<file path="config.mk">
export PLATFORM = sky130hd
export DESIGN_NAME = device_config_word_decoder
export DESIGN_NICKNAME = d
export VERILOG_FILES = /design/src/hw/cfg_word_pkg.sv /design/src/hw/pm_guard_if.sv /design/src/hw/device_config_word_decoder.sv /design/src/hw/pm_access_guard.sv
export SDC_FILE = /design/constraint.sdc
export NUM_CORES = 1
export LEC_CHECK = 0
export CELL_PAD_IN_SITES_DETAIL_PLACEMENT = 1
export CELL_PAD_IN_SITES_GLOBAL_PLACEMENT = 1
export CORE_MARGIN = 8
export CORE_UTILIZATION = 45
export CTS_BUF_LIST = sky130_fd_sc_hd__clkbuf_4
export DETAILED_ROUTE_END_ITERATION = 16
export DONT_BUFFER_PORTS = 1
export GPL_ROUTABILITY_DRIVEN = 0
export MAX_ROUTING_LAYER = met4
export PLACE_DENSITY = 0.75
export SKIP_LAST_GASP = 1
export SLEW_MARGIN = 5
export SYNTH_ARGS = -nofsm -noshare
export SYNTH_HDL_FRONTEND = slang
export SYNTH_SLANG_ARGS = --single-unit
</file>
<file path="constraint.sdc">
create_clock -name clk -period 3.4 [get_ports clk]
set_input_delay 0.17 -clock clk [delete_from_list [all_inputs] [get_ports clk]]
set_output_delay 0.17 -clock clk [all_outputs]
set_load 0.01 [all_outputs]
</file>
<file path="src/hw/cfg_word_pkg.sv">
// Constants for the configuration word decoder: offsets, fields, reset values.
// Assumes a 32-bit APB bus; registers sit one per aligned word.
package cfg_word_pkg;
  // Printed offsets are word indices, not byte addresses: byte address = 4*index
  localparam logic [15:0] USER_ID_IDX0  = 16'h8000;
  localparam logic [15:0] REV_ID_IDX    = 16'h8005;
  localparam logic [15:0] DEV_ID_IDX    = 16'h8006;
  localparam logic [15:0] CFG1_IDX      = 16'h8007;
  localparam logic [15:0] CFG2_IDX      = 16'h8008;
  localparam logic [15:0] CFG_LAST_IDX  = 16'h800B;
  localparam logic [15:0] PROT_IDX      = 16'h8009;
  localparam logic [15:0] APPLY_IDX     = 16'h800C;
  localparam logic [15:0] STATUS_IDX    = 16'h800D;
  localparam int          ADDR_W        = 18;

  // Implemented-bit masks (others read zero)
  localparam logic [15:0] CFG1_MASK     = 16'h1133;
  localparam logic [15:0] CFG2_MASK     = 16'h3ADF;
  localparam logic [15:0] PROT_MASK     = 16'h008F;
  localparam logic [15:0] ID_MASK       = 16'h3FFF;
  localparam logic [15:0] CFG1_RESET    = 16'h1111;
  localparam logic [15:0] CFG2_RESET    = 16'h3ADF;
  localparam logic [15:0] PROT_RESET    = 16'h008F;

  // Field positions
  localparam int ANALOG_BIT   = 12;
  localparam int CLOCK_OUTPUT_PIN_BIT   = 8;
  localparam int PWRUP_OSC_LO = 4;
  localparam int EXT_MODE_LO  = 0;
  localparam int DEBUG_BIT    = 13;
  localparam int STACK_BIT    = 12;
  localparam int BROWN_LO     = 6;
  localparam int WDOG_LO      = 3;
  localparam int PDLY_LO      = 1;
  localparam int CP_BIT       = 7;

  localparam int CLK_DIV      = 4;
  localparam logic [1:0] CLK_DIV_LAST = 2'h1;

  typedef enum logic [3:0] {
    OSC_EXT     = 4'h1,
    OSC_FAST1   = 4'h2,
    OSC_SLOW    = 4'h4,
    OSC_FAST32  = 4'h8
  } osc_sel_t;

  typedef enum logic [3:0] {
    EXT_HIGH    = 4'h1,
    EXT_LOW     = 4'h2,
    EXT_OFF     = 4'h4,
    EXT_RSVD    = 4'h8
  } ext_mode_t;

  typedef enum logic [3:0] {
    MODE_ALWAYS = 4'h1,
    MODE_AWAKE  = 4'h2,
    MODE_SOFT   = 4'h4,
    MODE_OFF    = 4'h8
  } enable_mode_t;

  typedef enum logic [3:0] {
    PDLY_OFF    = 4'h1,
    PDLY_64MS   = 4'h2,
    PDLY_16MS   = 4'h4,
    PDLY_1MS    = 4'h8
  } pdly_t;

  function automatic enable_mode_t decode_enable(input logic [1:0] code);
    case (code)
      2'h3:    decode_enable = MODE_ALWAYS;
      2'h2:    decode_enable = MODE_AWAKE;
      2'h1:    decode_enable = MODE_SOFT;
      default: decode_enable = MODE_OFF;
    endcase
  endfunction
endpackage

</file>
<file path="src/hw/pm_guard_if.sv">
// Carries program-memory access requests to the protection checker.
// Assumes a single clock domain.
`timescale 1ns/100ps
interface pm_guard_if;
  logic        ext_req;
  logic        ext_wr;
  logic        self_wr;
  logic [13:0] addr;
  logic        code_protect_n;
  logic [3:0]  self_write_protect_bits;
  logic [13:0] boot_end;
  logic        ext_allow;
  logic        self_wr_allow;
  modport master (output ext_req, ext_wr, self_wr, addr, code_protect_n,
                  self_write_protect_bits, boot_end, input ext_allow, self_wr_allow);
  modport checker_side (input ext_req, ext_wr, self_wr, addr, code_protect_n,
                        self_write_protect_bits, boot_end, output ext_allow, self_wr_allow);
endinterface

</file>
<file path="src/hw/device_config_word_decoder.sv">
// Configuration word store, decode and protection for the device core.
// Assumes an APB master on clk; settings apply at reset or on an apply strobe.
`timescale 1ns/100ps
module device_config_word_decoder
  import cfg_word_pkg::*;
#(
  parameter logic [13:0] DEVICE_ID   = 14'h0123, // Arbitrary value
  parameter logic [13:0] REVISION_ID = 14'h0042  // Arbitrary value
)
(
  input  wire logic              clk,
  input  wire logic              rst_b,
  input  wire logic              psel,
  input  wire logic              penable,
  input  wire logic              pwrite,
  input  wire logic [ADDR_W-1:0] paddr,
  input  wire logic [31:0]       pwdata,
  output logic      [31:0]       prdata,
  output logic                   pready,
  output logic                   pslverr,
  input  wire logic              stack_overflow_flag,
  input  wire logic              stack_underflow_flag,
  input  wire logic              ext_req,
  input  wire logic              ext_wr,
  input  wire logic              self_wr,
  input  wire logic [13:0]       pm_addr,
  input  wire logic [13:0]       pm_rdata,
  output logic      [13:0]       ext_rdata,
  output logic                   ext_wr_ok,
  output logic                   self_wr_ok,
  output logic                   clock_output_pin,
  output logic                   clock_output_oe,
  output logic                   analog_range_select,
  output logic                   debugger_enable,
  output logic                   stack_reset_req,
  output osc_sel_t               current_oscillator_select,
  output ext_mode_t              external_oscillator_mode,
  output enable_mode_t           watchdog_mode,
  output enable_mode_t           brownout_mode,
  output pdly_t                  powerup_delay_mode
);
  logic [15:0] cfg1_nv_r;
  logic [15:0] cfg2_nv_r;
  logic [15:0] prot_nv_r;
  logic [15:0] cfg1_act_r;
  logic [15:0] cfg2_act_r;
  logic [15:0] prot_act_r;
  logic [13:0] user_id_r [4];
  logic        apply_r;
  logic [1:0]  div_r;
  logic        ovf_s1_r;
  logic        ovf_s2_r;
  logic        unf_s1_r;
  logic        unf_s2_r;
  logic [15:0] idx;
  logic        wr_en;
  logic        rd_en;
  logic [31:0] rd_nxt;
  logic        hit;

  pm_guard_if g ();

  assign idx   = paddr[ADDR_W-1:2];
  assign wr_en = psel & penable & pwrite;
  assign rd_en = psel & penable & ~pwrite;

  // Address decode and read mux
  always_comb
  begin
    hit    = 1'b1;
    rd_nxt = 32'h0000_0000;
    case (idx)
      CFG1_IDX:   rd_nxt = {16'h0000, cfg1_nv_r & CFG1_MASK};
      CFG2_IDX:   rd_nxt = {16'h0000, cfg2_nv_r & CFG2_MASK};
      PROT_IDX:   rd_nxt = {16'h0000, prot_nv_r & PROT_MASK};
      16'h800A,
      CFG_LAST_IDX: rd_nxt = 32'h0000_0000;
      REV_ID_IDX: rd_nxt = {18'h00000, REVISION_ID};
      DEV_ID_IDX: rd_nxt = {18'h00000, DEVICE_ID};
      STATUS_IDX: rd_nxt = {31'h0000_0000, stack_reset_req};
      APPLY_IDX:  rd_nxt = 32'h0000_0000;
      default:
      begin
        if (idx[15:2] == USER_ID_IDX0[15:2])
          rd_nxt = {18'h00000, user_id_r[idx[1:0]]};
        else
          hit = 1'b0;
      end
    endcase
  end

  // Zero-wait-state APB answer
  always_ff @(posedge clk)
  begin
    if (!rst_b)
    begin
      pready  <= 1'b0;
      pslverr <= 1'b0;
      prdata  <= 32'h0000_0000;
    end
    else
    begin
      pready  <= psel & ~penable;
      pslverr <= psel & ~penable & ~hit;
      prdata  <= (psel & ~penable & ~pwrite) ? rd_nxt : 32'h0000_0000;
    end
  end

  // Nonvolatile images: writes here take effect only at the next apply; reset reloads the reset values
  always_ff @(posedge clk)
  begin
    if (!rst_b)
    begin
      cfg1_nv_r <= CFG1_RESET;
      cfg2_nv_r <= CFG2_RESET;
      prot_nv_r <= PROT_RESET;
    end
    else if (wr_en && pready)
    begin
      case (idx)
        CFG1_IDX: cfg1_nv_r <= pwdata[15:0] & CFG1_MASK;
        CFG2_IDX: cfg2_nv_r <= pwdata[15:0] & CFG2_MASK;
        PROT_IDX: prot_nv_r <= pwdata[15:0] & PROT_MASK;
        default:  cfg1_nv_r <= cfg1_nv_r;
      endcase
    end
  end

  always_ff @(posedge clk)
  begin
    if (!rst_b)
    begin
      for (int i = 0; i < 4; i++)
        user_id_r[i] <= 14'h0000;
    end
    else if (wr_en && pready && idx[15:2] == USER_ID_IDX0[15:2])
      user_id_r[idx[1:0]] <= pwdata[13:0];
  end

  always_ff @(posedge clk)
  begin
    if (!rst_b)
      apply_r <= 1'b1;
    else
      apply_r <= wr_en & pready & (idx == APPLY_IDX) & pwdata[0];
  end

  // Active copies change only when reset releases or software asks
  always_ff @(posedge clk)
  begin
    if (!rst_b)
    begin
      cfg1_act_r <= CFG1_RESET;
      cfg2_act_r <= CFG2_RESET;
      prot_act_r <= PROT_RESET;
    end
    else if (apply_r)
    begin
      cfg1_act_r <= cfg1_nv_r;
      cfg2_act_r <= cfg2_nv_r;
      prot_act_r <= prot_nv_r;
    end
  end

  // Decoded outputs registered
  always_ff @(posedge clk)
  begin
    if (!rst_b)
    begin
      analog_range_select       <= 1'b1;
      debugger_enable           <= 1'b0;
      current_oscillator_select <= OSC_SLOW;
      external_oscillator_mode  <= EXT_OFF;
      watchdog_mode             <= MODE_ALWAYS;
      brownout_mode             <= MODE_ALWAYS;
      powerup_delay_mode        <= PDLY_OFF;
    end
    else
    begin
      analog_range_select <= cfg1_act_r[ANALOG_BIT];
      debugger_enable     <= ~cfg2_act_r[DEBUG_BIT];
      case (cfg1_act_r[PWRUP_OSC_LO +: 2])
        2'h3:    current_oscillator_select <= OSC_EXT;
        2'h2:    current_oscillator_select <= OSC_FAST1;
        2'h1:    current_oscillator_select <= OSC_SLOW;
        default: current_oscillator_select <= OSC_FAST32;
      endcase
      case (cfg1_act_r[EXT_MODE_LO +: 2])
        2'h3:    external_oscillator_mode <= EXT_HIGH;
        2'h2:    external_oscillator_mode <= EXT_LOW;
        2'h1:    external_oscillator_mode <= EXT_OFF;
        default: external_oscillator_mode <= EXT_RSVD;
      endcase
      watchdog_mode <= decode_enable(cfg2_act_r[WDOG_LO +: 2]);
      brownout_mode <= decode_enable(cfg2_act_r[BROWN_LO +: 2]);
      case (cfg2_act_r[PDLY_LO +: 2])
        2'h3:    powerup_delay_mode <= PDLY_OFF;
        2'h2:    powerup_delay_mode <= PDLY_64MS;
        2'h1:    powerup_delay_mode <= PDLY_16MS;
        default: powerup_delay_mode <= PDLY_1MS;
      endcase
    end
  end

  // Stack fault flags arrive from the core pins; synchronise first
  always_ff @(posedge clk)
  begin
    if (!rst_b)
    begin
      ovf_s1_r <= 1'b0;
      ovf_s2_r <= 1'b0;
      unf_s1_r <= 1'b0;
      unf_s2_r <= 1'b0;
      stack_reset_req <= 1'b0;
    end
    else
    begin
      ovf_s1_r <= stack_overflow_flag;
      ovf_s2_r <= ovf_s1_r;
      unf_s1_r <= stack_underflow_flag;
      unf_s2_r <= unf_s1_r;
      stack_reset_req <= cfg2_act_r[STACK_BIT] & (ovf_s2_r | unf_s2_r);
    end
  end

  // Oscillator over four; clk stands in for the oscillator here
  always_ff @(posedge clk)
  begin
    if (!rst_b)
    begin
      div_r            <= 2'h0;
      clock_output_pin <= 1'b0;
      clock_output_oe  <= 1'b0;
    end
    else
    begin
      div_r <= div_r + 2'h1;
      if (div_r[0])
        clock_output_pin <= ~clock_output_pin;
      clock_output_oe <= ~cfg1_act_r[CLOCK_OUTPUT_PIN_BIT];
    end
  end

  assign g.ext_req                 = ext_req;
  assign g.ext_wr                  = ext_wr;
  assign g.self_wr                 = self_wr;
  assign g.addr                    = pm_addr;
  assign g.code_protect_n          = prot_act_r[CP_BIT];
  assign g.self_write_protect_bits = prot_act_r[3:0];
  // Boot block end fixed; a size field would have to drive this instead
  assign g.boot_end                = 14'h01FF;

  pm_access_guard u_guard (
    .g (g)
  );

  // Results one cycle after the request, as the tool side expects
  always_ff @(posedge clk)
  begin
    if (!rst_b)
    begin
      ext_rdata  <= 14'h0000;
      ext_wr_ok  <= 1'b0;
      self_wr_ok <= 1'b0;
    end
    else
    begin
      ext_rdata  <= (g.ext_allow && !ext_wr) ? pm_rdata : 14'h0000;
      ext_wr_ok  <= g.ext_allow & ext_wr;
      self_wr_ok <= g.self_wr_allow;
    end
  end

  a_apb_answer: assert property (@(posedge clk) disable iff (!rst_b)
    psel && !penable |=> pready)
    else $error("pready missing after setup");
  a_cp_zero_read: assert property (@(posedge clk) disable iff (!rst_b)
    !prot_act_r[CP_BIT] |=> ext_rdata == 14'h0000 && !ext_wr_ok)
    else $error("protected external access leaked");
  a_id_ro: assert property (@(posedge clk) disable iff (!rst_b)
    wr_en && pready && (idx == DEV_ID_IDX || idx == REV_ID_IDX) |=>
    $stable(cfg1_nv_r) && $stable(cfg2_nv_r) && $stable(prot_nv_r))
    else $error("id write disturbed state");
  a_analog_follow: assert property (@(posedge clk) disable iff (!rst_b)
    1'b1 |=> analog_range_select == $past(cfg1_act_r[ANALOG_BIT]))
    else $error("analog range wrong");
  a_clock_output_pin_oe: assert property (@(posedge clk) disable iff (!rst_b)
    1'b1 |=> clock_output_oe == !$past(cfg1_act_r[CLOCK_OUTPUT_PIN_BIT]))
    else $error("clock out enable wrong");
  a_debug_inv: assert property (@(posedge clk) disable iff (!rst_b)
    1'b1 |=> debugger_enable != $past(cfg2_act_r[DEBUG_BIT]))
    else $error("debug enable wrong");
  a_stack_reset: assert property (@(posedge clk) disable iff (!rst_b)
    stack_reset_req |-> cfg2_act_r[STACK_BIT] || $past(cfg2_act_r[STACK_BIT]))
    else $error("stack reset while disabled");
  a_cfg_hold: assert property (@(posedge clk) disable iff (!rst_b)
    !apply_r |=> $stable(cfg1_act_r) && $stable(cfg2_act_r))
    else $error("active config changed without apply");
  a_unimpl_zero: assert property (@(posedge clk) disable iff (!rst_b)
    (cfg1_nv_r & ~CFG1_MASK) == 16'h0000)
    else $error("unimplemented bit set");

  // Bus answer, identity, protection, apply and stack reset checks
  a_ready_pulse: assert property (@(posedge clk) disable iff (!rst_b)
    pready |=> !pready)
    else $error("pready held too long");
  a_rd_unimpl1: assert property (@(posedge clk) disable iff (!rst_b)
    rd_en && pready && idx == CFG1_IDX |-> prdata == {16'h0000, prdata[15:0] & CFG1_MASK})
    else $error("cfg1 unimplemented bit read nonzero");
  a_rd_unimpl2: assert property (@(posedge clk) disable iff (!rst_b)
    rd_en && pready && idx == CFG2_IDX |-> prdata == {16'h0000, prdata[15:0] & CFG2_MASK})
    else $error("cfg2 unimplemented bit read nonzero");
  a_dev_id_rd: assert property (@(posedge clk) disable iff (!rst_b)
    rd_en && pready && idx == DEV_ID_IDX |-> prdata == {18'h00000, DEVICE_ID})
    else $error("device id read wrong");
  a_rev_id_rd: assert property (@(posedge clk) disable iff (!rst_b)
    rd_en && pready && idx == REV_ID_IDX |-> prdata == {18'h00000, REVISION_ID})
    else $error("revision id read wrong");
  a_ext_pass: assert property (@(posedge clk) disable iff (!rst_b)
    ext_req && !ext_wr && prot_act_r[CP_BIT] |=> ext_rdata == $past(pm_rdata))
    else $error("unprotected external read lost");
  a_self_wr_gate: assert property (@(posedge clk) disable iff (!rst_b)
    self_wr && ((pm_addr <= g.boot_end) ? !prot_act_r[0] : !prot_act_r[1]) |=> !self_wr_ok)
    else $error("protected block accepted self-write");
  a_self_wr_pass: assert property (@(posedge clk) disable iff (!rst_b)
    self_wr && ((pm_addr <= g.boot_end) ? prot_act_r[0] : prot_act_r[1]) |=> self_wr_ok)
    else $error("unprotected self-write refused");
  a_apply_copy: assert property (@(posedge clk) disable iff (!rst_b)
    apply_r |=> cfg1_act_r == $past(cfg1_nv_r) && cfg2_act_r == $past(cfg2_nv_r) &&
    prot_act_r == $past(prot_nv_r))
    else $error("apply did not copy images");
  a_user_id_wr: assert property (@(posedge clk) disable iff (!rst_b)
    wr_en && pready && idx[15:2] == USER_ID_IDX0[15:2] |=>
    user_id_r[$past(idx[1:0])] == $past(pwdata[13:0]))
    else $error("user id write lost");
  a_stack_fire: assert property (@(posedge clk) disable iff (!rst_b)
    cfg2_act_r[STACK_BIT] && (ovf_s2_r || unf_s2_r) |=> stack_reset_req)
    else $error("stack fault reset missing");
endmodule

</file>
<file path="src/hw/pm_access_guard.sv">
// Combinational program-memory access guard.
// Assumes latched protection settings from the decoder.
`timescale 1ns/100ps
module pm_access_guard
  import cfg_word_pkg::*;
(
  pm_guard_if.checker_side g
);
  logic in_boot;

  always_comb
  begin
    in_boot = (g.addr <= g.boot_end);
    // Outside tools see nothing while protected
    g.ext_allow = g.ext_req & g.code_protect_n;
    // Bit 0 boot, bit 1 application; refused when the bit is zero
    if (in_boot)
      g.self_wr_allow = g.self_wr & g.self_write_protect_bits[0];
    else
      g.self_wr_allow = g.self_wr & g.self_write_protect_bits[1];
  end
endmodule

</file>
==> metrics.yaml, run 1 <==
logic_synthesis:
  yosysTopAreaCell: "dfxtp_1"
  ys_top_cells_by_area: "dfxtp_1 (32%), edfxtp_1 (27%), and2_1 (7.5%)"
  netlist_instances: 547
  ys_ff_latch: 158
  yosysMostFrequentCell: "dfxtp_1"
  synth_ff_type: "dfxtp_1"
  synthArstFlopShare_pct: 0
  syn_area_per_cell_um2: 11.6
  seq_area_frac_synth_pct: 58.7
  synth_warnings: 0
  ys_top_cells_by_count: "dfxtp_1 (102), and2_1 (76), edfxtp_1 (56), nand3_1 (46), nand2_1 (40)"
  synth-edff-count: 56
  synthDistinctLibCells: 57
  netlist_area_mm2: 0.00634
  synth_top_cell_area_share_pct: 32.2
timing:
  hold_viol: 0
  setup_slack_ns: 0.769
  drv_slew: 0
  tightest_slew_ns: 0.988
  setup-violations-final: 0
  max_freq_ghz: 0.380
  whs_ns: 0.0227
  slew_headroom_pct: 33.8
  fin_skew_ns: 0.0211
  tns_ns: 0
  period_share_pct: 77.4
  period_needed_ns: 2.63
  rsz0062_at_grt: "no"
clocking:
  cts_inserted_buffers: 17
  clockBufferDepth: 2
  clk_pin_slew_ns: 0.12
  postCtsSetupBuffers: 0
  cts_root_buf: "clkbuf_4"
  cts_tree: "done"
  insertion_delay_ns: 0.57
  cts.sink_count: 158
  ctsHtreeMaxLevel: 4
route:
  drcViolationCount: 0
  vias_per_cell: 5.37
  drt_pre_antenna_iters: 5
  drt_iter0_markers: 309
  finalWirelength_mm: 16.9
  wl_per_cell_um: 21.4
  ant_nets: 0
  num_vias: 4235
floorplan:
  die_x_um: 135
  initial_core_util_pct: 45.8
  num_rows: 43
  dieArea_mm2: 0.0181
  coreArea_mm2: 0.0138
  ios: 163
  dieHeight_um: 135
pwr:
  p_leak_nw: 2.72
  peakVddDrop_v: 0.000194
  totalPowerFinal_mw: 3.30
  power_density_mw_per_mm2: 461
grt:
  grt_overflow_total: 0
  grt_max_degree: 58
  antenna_found_initial: 7
  grtUsageTotal_pct: 19.4
  grt_pass1_vias: 4526
  grt_first_pass_wirelength_mm: 26.0
final_layout:
  fill_cells: 1465
  nets: 677
  multi_input_area_mm2: 0.00229
  drive_gt1_share_pct: 9.47
  register_area_mm2: 0.00372
  syn_to_final_growth_pct: 12.9
worst_setup_path:
  worst-path-buf-inv: 2
  worstPathRequired_ns: 3.83
  crit_chain: "dlygate4sd3_1, nor4b_4, dlygate4sd3_1, nand3_4, nor3_2, and2_1"
  cp_slowest_cell: "nor3_2"
  end_kind: "flop"
  startpoint_type: "input pin"
  cp_common_cell: "dlygate4sd3_1"
  timing.rr.start: "pready"
  cpPeakStageDelay_ns: 0.87
  crit_family: "simple AND/OR/NAND/NOR gates"
  r2r-end: "prot_nv_r[3]"
  worstRegToRegCells: 5
  r2r_slack_ns: 0.86
  critPathKind: "input pin to flop"
  crit_fanout: 14
  worstPathArrival_ns: 3.07
worst_hold_path:
  whs_path_depth: 3
  min_to: "prdata[9]"
  worstHoldStart: "paddr[2]"
  worstHoldPathType: "input pin to flop"
placed_design:
  port_buffers: 0
  dp_slack_ns: 1.26
  dp.final_hpwl_mm: 10.8
outcome:
  status: "finished clean"
flow_run:
  maxCapViolCount: 0
power by group:
part	internal (mW)	switching (mW)	leakage (nW)	total (mW)
logic	0.0884	0.109	1.16	0.198
registers	1.98	0.0224	1.43	2.01
clock network	0.431	0.669	0.137	1.10
worst min-delay path, stage by stage:
cell and delay, ns:
mux4_1 0.22, a22oi_1 0.08, nor2_1 0.09
how the worst max path moves through the flow:
stage / slack, ns / to / cells after the start / start
after floorplan: 0.82 / user_id_r[3][0] / 5 / paddr[11]
after CTS: 0.78 / user_id_r[1][13] / 6 / paddr[11]
after global placement: 1.34 / user_id_r[1][12] / 4 / paddr[11]
after global routing: 0.66 / prot_nv_r[3] / 5 / pready
final: 0.77 / user_id_r[1][3] / 6 / paddr[11]
after detailed placement: 1.26 / user_id_r[1][13] / 4 / paddr[11]
through the flow:
step | utilization, % | instances | cell area (µm²)
after floorplan | - | 564 | 6400
after global placement | 45.7 | 696 | 6320
after detailed placement | 45.7 | 696 | 6320
after CTS | 51.6 | 782 | 7140
after global routing | 51.8 | 789 | 7160
final | 51.8 | 789 | 7160
cell usage in the layout, fill, tap and decap left out, types with 3 or more instances in the layout:
cell type	count
inv_6	3
mux4_2	5
nand3_1	46
mux4_1	6
o211ai_1	3
clkbuf_4	17
dlygate4sd3_1	53
buf_4	6
a21oi_1	8
dfxtp_1	102
o21ai_1	3
a222oi_1	5
nand2_1	40
clkinvlp_4	3
nor2_1	28
and2_1	76
o21ai_0	27
nor2b_1	4
nor3b_1	3
conb_1	18
diode_2	7
nor3_1	7
edfxtp_1	56
mux2i_1	20
clkinv_1	5
a22oi_1	3
inv_1	8
metal layers:
layer	share of wire, %	routed length (µm)	GRT usage (%)
met1	41	6840	21.4
met2	52	8690	32.2
met3	6.6	1110	5.65
met4	1.3	227	8.36
met5	0	0	-
sequential cells by signal, indices dropped and copies added (netlist names), 4 cells and up:
signal                     cells
cfg2_act_r                     8
cfg1_act_r                     6
external_oscillator_mode       4
cfg1_nv_r                      6
prdata                        14
cfg2_nv_r                     11
powerup_delay_mode             4
current_oscillator_select      4
brownout_mode                  4
prot_nv_r                      5
user_id_r                     56
ext_rdata                     14
watchdog_mode                  4
cells by family (layout without fill, tap and decap cells):
family	count (synthesis)	in the layout	synth area share (%)
AND/OR/NAND/NOR	230	230	20.9
AO/OA/AOI/OAI	62	62	6.20
other	1	25	0.0592
buffers and inverters	62	100	6.18
XOR/XNOR	1	1	0.138
multiplexers	33	33	7.78
flip-flops	158	158	58.7
layout make-up:
cell class                 count  area share, %
clock inverter                15           2.03
antenna                        7          0.245
sequential                   158           52.0
tap                          180           3.15
inverter                       8          0.420
clock buffer                  17           1.78
timing repair buffer          60           8.32
multi-input combinational    344           32.0
timing repair:
action,CTS,global route
resized for setup,0,0
endpoints found under the hold margin,148,0
hold buffers,54,0
(Power assumes the default switching activity.)
==> inputs of run 2 (changes only) <==
--- a/config.mk
+++ b/config.mk
@@ -5,16 +5,17 @@
 export SDC_FILE = /design/constraint.sdc
 export NUM_CORES = 1
 export LEC_CHECK = 0
+export ABC_AREA = 1
 export CELL_PAD_IN_SITES_DETAIL_PLACEMENT = 1
 export CELL_PAD_IN_SITES_GLOBAL_PLACEMENT = 1
 export CORE_MARGIN = 8
-export CORE_UTILIZATION = 45
+export CORE_UTILIZATION = 44
 export CTS_BUF_LIST = sky130_fd_sc_hd__clkbuf_4
 export DETAILED_ROUTE_END_ITERATION = 16
 export DONT_BUFFER_PORTS = 1
 export GPL_ROUTABILITY_DRIVEN = 0
 export MAX_ROUTING_LAYER = met4
-export PLACE_DENSITY = 0.75
+export PLACE_DENSITY = 0.8
 export SKIP_LAST_GASP = 1
 export SLEW_MARGIN = 5
 export SYNTH_ARGS = -nofsm -noshare
==> constraint.sdc (replaced) <==
create_clock -name clk -period 2.4 [get_ports clk]
set_input_delay 0.12 -clock clk [delete_from_list [all_inputs] [get_ports clk]]
set_output_delay 0.12 -clock clk [all_outputs]
set_load 0.01 [all_outputs]
==> run 2 against run 1 <==
  * Cell count grew 25%
  * Count of clock-buffer cells in the layout rose by 1
  * Via count up 19%
  * Total power grew 49%
  * Highest routed layer unchanged
==> metrics.yaml, run 2 <==
timing:
  tns_ns: 0
  period_share_pct: 97.8
  fin_skew_ns: 0.0152
  slew_headroom_pct: 62.4
  setup_slack_ns: 0.0533
  period_needed_ns: 2.35
  setup-violations-final: 0
  drv_slew: 0
  max_freq_ghz: 0.426
  tightest_slew_ns: 0.563
  hold_viol: 0
grt:
  antenna_found_initial: 4
  grtUsageTotal_pct: 20.8
  grt_overflow_total: 0
  grt_max_degree: 42
  grt_pass1_vias: 5467
  grt_first_pass_wirelength_mm: 28.3
clocking:
  postCtsSetupBuffers: 0
  clk_pin_slew_ns: 0.13
  cts_root_buf: "clkbuf_4"
  insertion_delay_ns: 0.56
  cts_tree: "done"
  ctsHtreeMaxLevel: 4
  cts_inserted_buffers: 17
  clockBufferDepth: 2
  cts.sink_count: 158
final_layout:
  register_area_mm2: 0.00372
  layout_common_cells: "nand2_1 (158), dfxtp_1 (102), nor2_1 (91)"
  final_common_cell: "nand2_1"
  largest_register: "user_id_r"
  multi_input_area_mm2: 0.00214
  largest_reg_flops: 56
  drive_gt1_share_pct: 13.4
  top_regs: "user_id_r x56, ext_rdata x14, prdata x14"
  nets: 871
  fill_cells: 1693
  syn_to_final_growth_pct: 17.8
worst_hold_path:
  whs_path_depth: 4
  worstHoldStart: "paddr[2]"
  min_to: "prdata[10]"
  worstHoldPathType: "input pin to flop"
floorplan:
  num_rows: 44
  initial_core_util_pct: 44.4
  dieHeight_um: 136
  ios: 163
  die_x_um: 136
  dieArea_mm2: 0.0185
  coreArea_mm2: 0.0143
worst_setup_path:
  r2r_slack_ns: 0.63
  worstRegToRegCells: 3
  critPathKind: "input pin to flop"
  cp_slowest_cell: "dlygate4sd3_1"
  end_kind: "flop"
  startpoint_type: "input pin"
  crit_chain: "dlygate4sd3_1, nor2_2, dlygate4sd3_1, nand2_1, dlygate4sd3_1, nor2_1, nand2_1, nand2_2, nor2_4, nand2_8, nand2_1, nand2_1, nand2_1, inv_1"
  crit_fanout: 27
  worstPathRequired_ns: 2.92
  r2r-end: "ext_rdata[1]"
  worstPathArrival_ns: 2.87
  timing.rr.start: "prot_act_r[7]"
  cp_common_cell: "nand2_1"
  cpPeakStageDelay_ns: 0.58
route:
  finalWirelength_mm: 18.3
  num_vias: 5045
  drt_pre_antenna_iters: 4
  ant_nets: 0
  wl_per_cell_um: 18.6
  vias_per_cell: 5.12
  drt_iter0_markers: 295
  drcViolationCount: 0
pwr:
  power_density_mw_per_mm2: 659
  netSwitchingPower_mw: 1.23
  clockPowerShare_pct: 35.3
  p_leak_nw: 3.38
  switching_share_pct: 25.0
  combPwrFrac_pct: 6.5
  peakVddDrop_v: 0.000271
  seqPwrFrac_pct: 58.2
  internal_power_mw: 3.70
logic_synthesis:
  netlist_area_mm2: 0.00636
  syn_area_per_cell_um2: 8.91
  ys_top_cells_by_area: "dfxtp_1 (32%), edfxtp_1 (26%), nand2_1 (9.3%)"
  seq_area_frac_synth_pct: 58.6
  ys_top_cells_by_count: "nand2_1 (158), dfxtp_1 (102), nor2_1 (93), inv_1 (73), edfxtp_1 (56)"
  synth-edff-count: 56
  synthDistinctLibCells: 30
  synth_warnings: 0
  netlist_instances: 713
  synthArstFlopShare_pct: 0
  yosysTopAreaCell: "dfxtp_1"
  ys_ff_latch: 158
  synth_ff_type: "dfxtp_1"
  synth_top_cell_area_share_pct: 32.1
  yosysMostFrequentCell: "nand2_1"
placed_design:
  port_buffers: 0
  dp.final_hpwl_mm: 11.9
  dp_slack_ns: 0.385
flow_run:
  maxCapViolCount: 0
outcome:
  status: "finished clean"
-- run 2: cell count changes after synthesis, moves of 20 or more --
cell / before / now
mux2i_1: 20 / 0
nand2_1: 40 / 158
inv_1: 8 / 73
a21oi_1: 8 / 30
and2_1: 76 / 0
nor2_1: 28 / 93
-- run 2: repair_timing --
action / in CTS / in global routing
hold buffers: 63 / 0
endpoints found under the setup margin: 0 / 14
gates resized for setup: 0 / 3
endpoints found under the hold margin: 158 / 0
-- run 2: power by group through the flow --
stage,clock network (mW),logic (mW),registers [mW]
after floorplan,0,0.179,2.92
after global placement,0,0.207,2.93
after detailed placement,0,0.215,2.93
after CTS,1.77,0.314,2.87
after global routing,1.89,0.351,2.88
final,1.74,0.322,2.87
-- run 2: logic make-up after synthesis --
family	share of synthesized area, %
XOR/XNOR	0.138
AO/OA/AOI/OAI	6.12
other	0.0590
AND/OR/NAND/NOR	26.2
flip-flops	58.6
buffers and inverters	8.92
-- run 2: worst max-delay path, delay by kind of cell --
family,cells,cell delay [ns]
buffers and inverters,4,1.77
and+or+nand+nor,10,0.99
-- run 2: how the worst max path moves through the flow --
stage,cells after the start,from,endpoint
floorplan,4,pready,user_id_r[0][0]
global placement,8,paddr[11],user_id_r[3][12]
detailed placement,8,paddr[13],user_id_r[0][11]
CTS,11,rst_b,prdata[0]
global route,14,paddr[3],prdata[0]
finish,14,paddr[3],prdata[0]
-- run 2: area by class of cell --
| cell class | instances | share of cell area, % |
|---|---|---|
| tap | 184 | 3.07 |
| clock inverter | 14 | 2.36 |
| sequential | 158 | 49.7 |
| multi-input combinational | 447 | 28.6 |
| clock buffer | 18 | 1.80 |
| antenna | 5 | 0.167 |
| inverter | 81 | 4.08 |
| timing repair buffer | 78 | 10.2 |
-- run 2: layer usage --
metal	vias up	part of all wire (%)	track usage [%]
met4	0	2.0	7.63
met5	-	0	-
li1	2381	-	-
met2	164	54	36.9
met1	2468	39	22.1
met3	32	5.5	4.99
-- run 2: metrics by stage --
stage	std cells	instance area (µm²)	hold WS (ns)	power, mW	utilization [%]
2_1_floorplan	730	6420	0.210	3.10	-
6_report	985	7490	0.0166	4.94	52.3
5_1_grt	984	7490	0.00338	5.12	52.3
3_5_place_dp	885	6510	0.209	3.15	45.5
3_3_place_gp	885	6510	0.210	3.14	45.5
4_1_cts	980	7470	0.00425	4.96	52.2
==> inputs of run 3 (changes only) <==
--- a/config.mk
+++ b/config.mk
@@ -6,7 +6,7 @@
 export NUM_CORES = 1
 export LEC_CHECK = 0
 export ABC_AREA = 1
-export CELL_PAD_IN_SITES_DETAIL_PLACEMENT = 1
+export CELL_PAD_IN_SITES_DETAIL_PLACEMENT = 0
 export CELL_PAD_IN_SITES_GLOBAL_PLACEMENT = 1
 export CORE_MARGIN = 8
 export CORE_UTILIZATION = 44
==> run 3 against run 2 <==
  * Fmax increased by 3.9%
  * Largest cell class unchanged
  * Wire length decreased by 12%
  * Total power decreased by 3.9%
  * Via count down 3.8%
  * Combinational power is 3% lower
  * Sequential cell count did not move
==> metrics.yaml, run 3 (synthesis gave the netlist of run 2 again) <==
outcome:
  status: "finished clean"
worst_setup_path:
  worstPathRequired_ns: 2.91
  r2r-end: "prot_nv_r[3]"
  cp_common_cell: "dlygate4sd3_1"
  critPathKind: "flop to flop"
  crit_chain: "nand4_1, dlygate4sd3_1, buf_4, nor2_2, nand2_1, dlygate4sd3_1, nand3_1"
  startpoint_type: "flop"
  cp_slowest_cell: "dlygate4sd3_1"
  crit_family: "buffers and inverters"
  r2r_slack_ns: 0.14
  worstPathArrival_ns: 2.77
  worstRegToRegCells: 7
  cpPeakStageDelay_ns: 0.56
  end_kind: "flop"
  timing.rr.start: "pready"
  worst-path-buf-inv: 3
  crit_fanout: 7
worst_hold_path:
  min_to: "cfg1_nv_r[8]"
  worstHoldStart: "paddr[5]"
  whs_path_depth: 6
  worstHoldPathType: "input pin to flop"
final_layout:
  fill_cells: 1300
  largest_register: "user_id_r"
  finalNonFillerCells: 986
  nets: 873
  top_regs: "user_id_r x56, ext_rdata x14, prdata x14"
  syn_to_final_growth_pct: 17.5
  largest_reg_flops: 56
  stdcell_area_mm2: 0.00747
  register_area_mm2: 0.00372
  layout_common_cells: "nand2_1 (158), dfxtp_1 (102), nor2_1 (93)"
  drive_gt1_share_pct: 13.2
  final_common_cell: "nand2_1"
  multi_input_area_mm2: 0.00213
floorplan:
  initial_core_util_pct: 44.4
  coreArea_mm2: 0.0143
  dieHeight_um: 136
  dieArea_mm2: 0.0185
  ios: 163
  die_x_um: 136
  num_rows: 44
route:
  vias_per_cell: 4.92
  drcViolationCount: 0
  drt_pre_antenna_iters: 5
  wl_per_cell_um: 16.3
  num_vias: 4854
  finalWirelength_mm: 16.0
  drt_iter0_markers: 482
  ant_nets: 0
placed_design:
  port_buffers: 0
  dp_slack_ns: 0.443
  dp.cells: 885
  place_area_mm2: 0.00651
  dp.final_hpwl_mm: 10.5
clocking:
  cts_inserted_buffers: 17
  ctsHtreeMaxLevel: 4
  cts_tree: "done"
  cts_root_buf: "clkbuf_4"
  insertion_delay_ns: 0.56
  clk_pin_slew_ns: 0.14
  cts.sink_count: 158
  clockBufferDepth: 2
timing:
  drv_slew: 0
  slew_headroom_pct: 62.4
  whs_ns: 0.0514
  setup_slack_ns: 0.140
  rsz0062_at_grt: "no"
  period_needed_ns: 2.26
  fin_skew_ns: 0.0127
  tightest_slew_ns: 0.563
  max_freq_ghz: 0.443
  setup-violations-final: 0
  tns_ns: 0
  period_share_pct: 94.2
  hold_viol: 0
grt:
  antenna_found_initial: 4
  grt_max_degree: 45
  grt_pass1_vias: 4942
  grtUsageTotal_pct: 17.9
  grt_first_pass_wirelength_mm: 24.7
  grt_overflow_total: 0
pwr:
  power_density_mw_per_mm2: 635
  peakVddDrop_v: 0.000260
  p_leak_nw: 3.35
flow_run:
  maxCapViolCount: 0
run 3: layer usage:
metal	GRT usage (%)	vias to the layer above	part of all wire, %
met3	4.73	20	6.6
li1	-	2378	-
met5	-	-	0
met2	28.7	173	50
met4	7.87	0	2.0
met1	20.7	2283	41
run 3: worst max-delay path by stage:
stage	from	end	cells past startpoint
after global routing	pready	cfg2_nv_r[13]	7
after global placement	paddr[11]	user_id_r[3][12]	8
after detailed placement	paddr[11]	user_id_r[0][12]	8
after CTS	rst_b	prdata[7]	9
after floorplan	pready	user_id_r[0][0]	4
final	pready	prot_nv_r[3]	7
run 3: per-stage QoR:
| step | total power [mW] | util (%) |
|---|---|---|
| floorplan | 3.10 | - |
| global placement | 3.14 | 45.5 |
| detailed placement | 3.14 | 45.5 |
| CTS | 4.78 | 52.1 |
| global route | 4.94 | 52.2 |
| finish | 4.74 | 52.2 |
run 3: worst register-to-register path, stage by stage, from the launching register on:
cell,delay (ns)
dfxtp_1,0.41
nand4_1,0.10
dlygate4sd3_1,0.56
buf_4,0.18
nor2_2,0.26
nand2_1,0.07
dlygate4sd3_1,0.56
nand3_1,0.07
run 3: area by class of cell:
type | count | area share [%]
Clock inverter | 15 | 2.04
Tap cell | 184 | 3.08
Antenna cell | 4 | 0.134
Multi-Input combinational cell | 447 | 28.6
Clock buffer | 17 | 1.71
Timing Repair Buffer | 80 | 10.5
Sequential cell | 158 | 49.8
Inverter | 81 | 4.09
run 3: what timing repair did:
action                                 CTS  global route
gates resized for setup                  0             1
setup endpoints to repair                0            12
buffers inserted                         0             0
endpoints found under the hold margin  184             0
hold buffers                            65             0
run 3: where the power goes:
part	total, mW	switching, mW	internal [mW]
clock network	1.56	1.01	0.547
registers	2.87	0.0393	2.83
logic	0.311	0.196	0.114
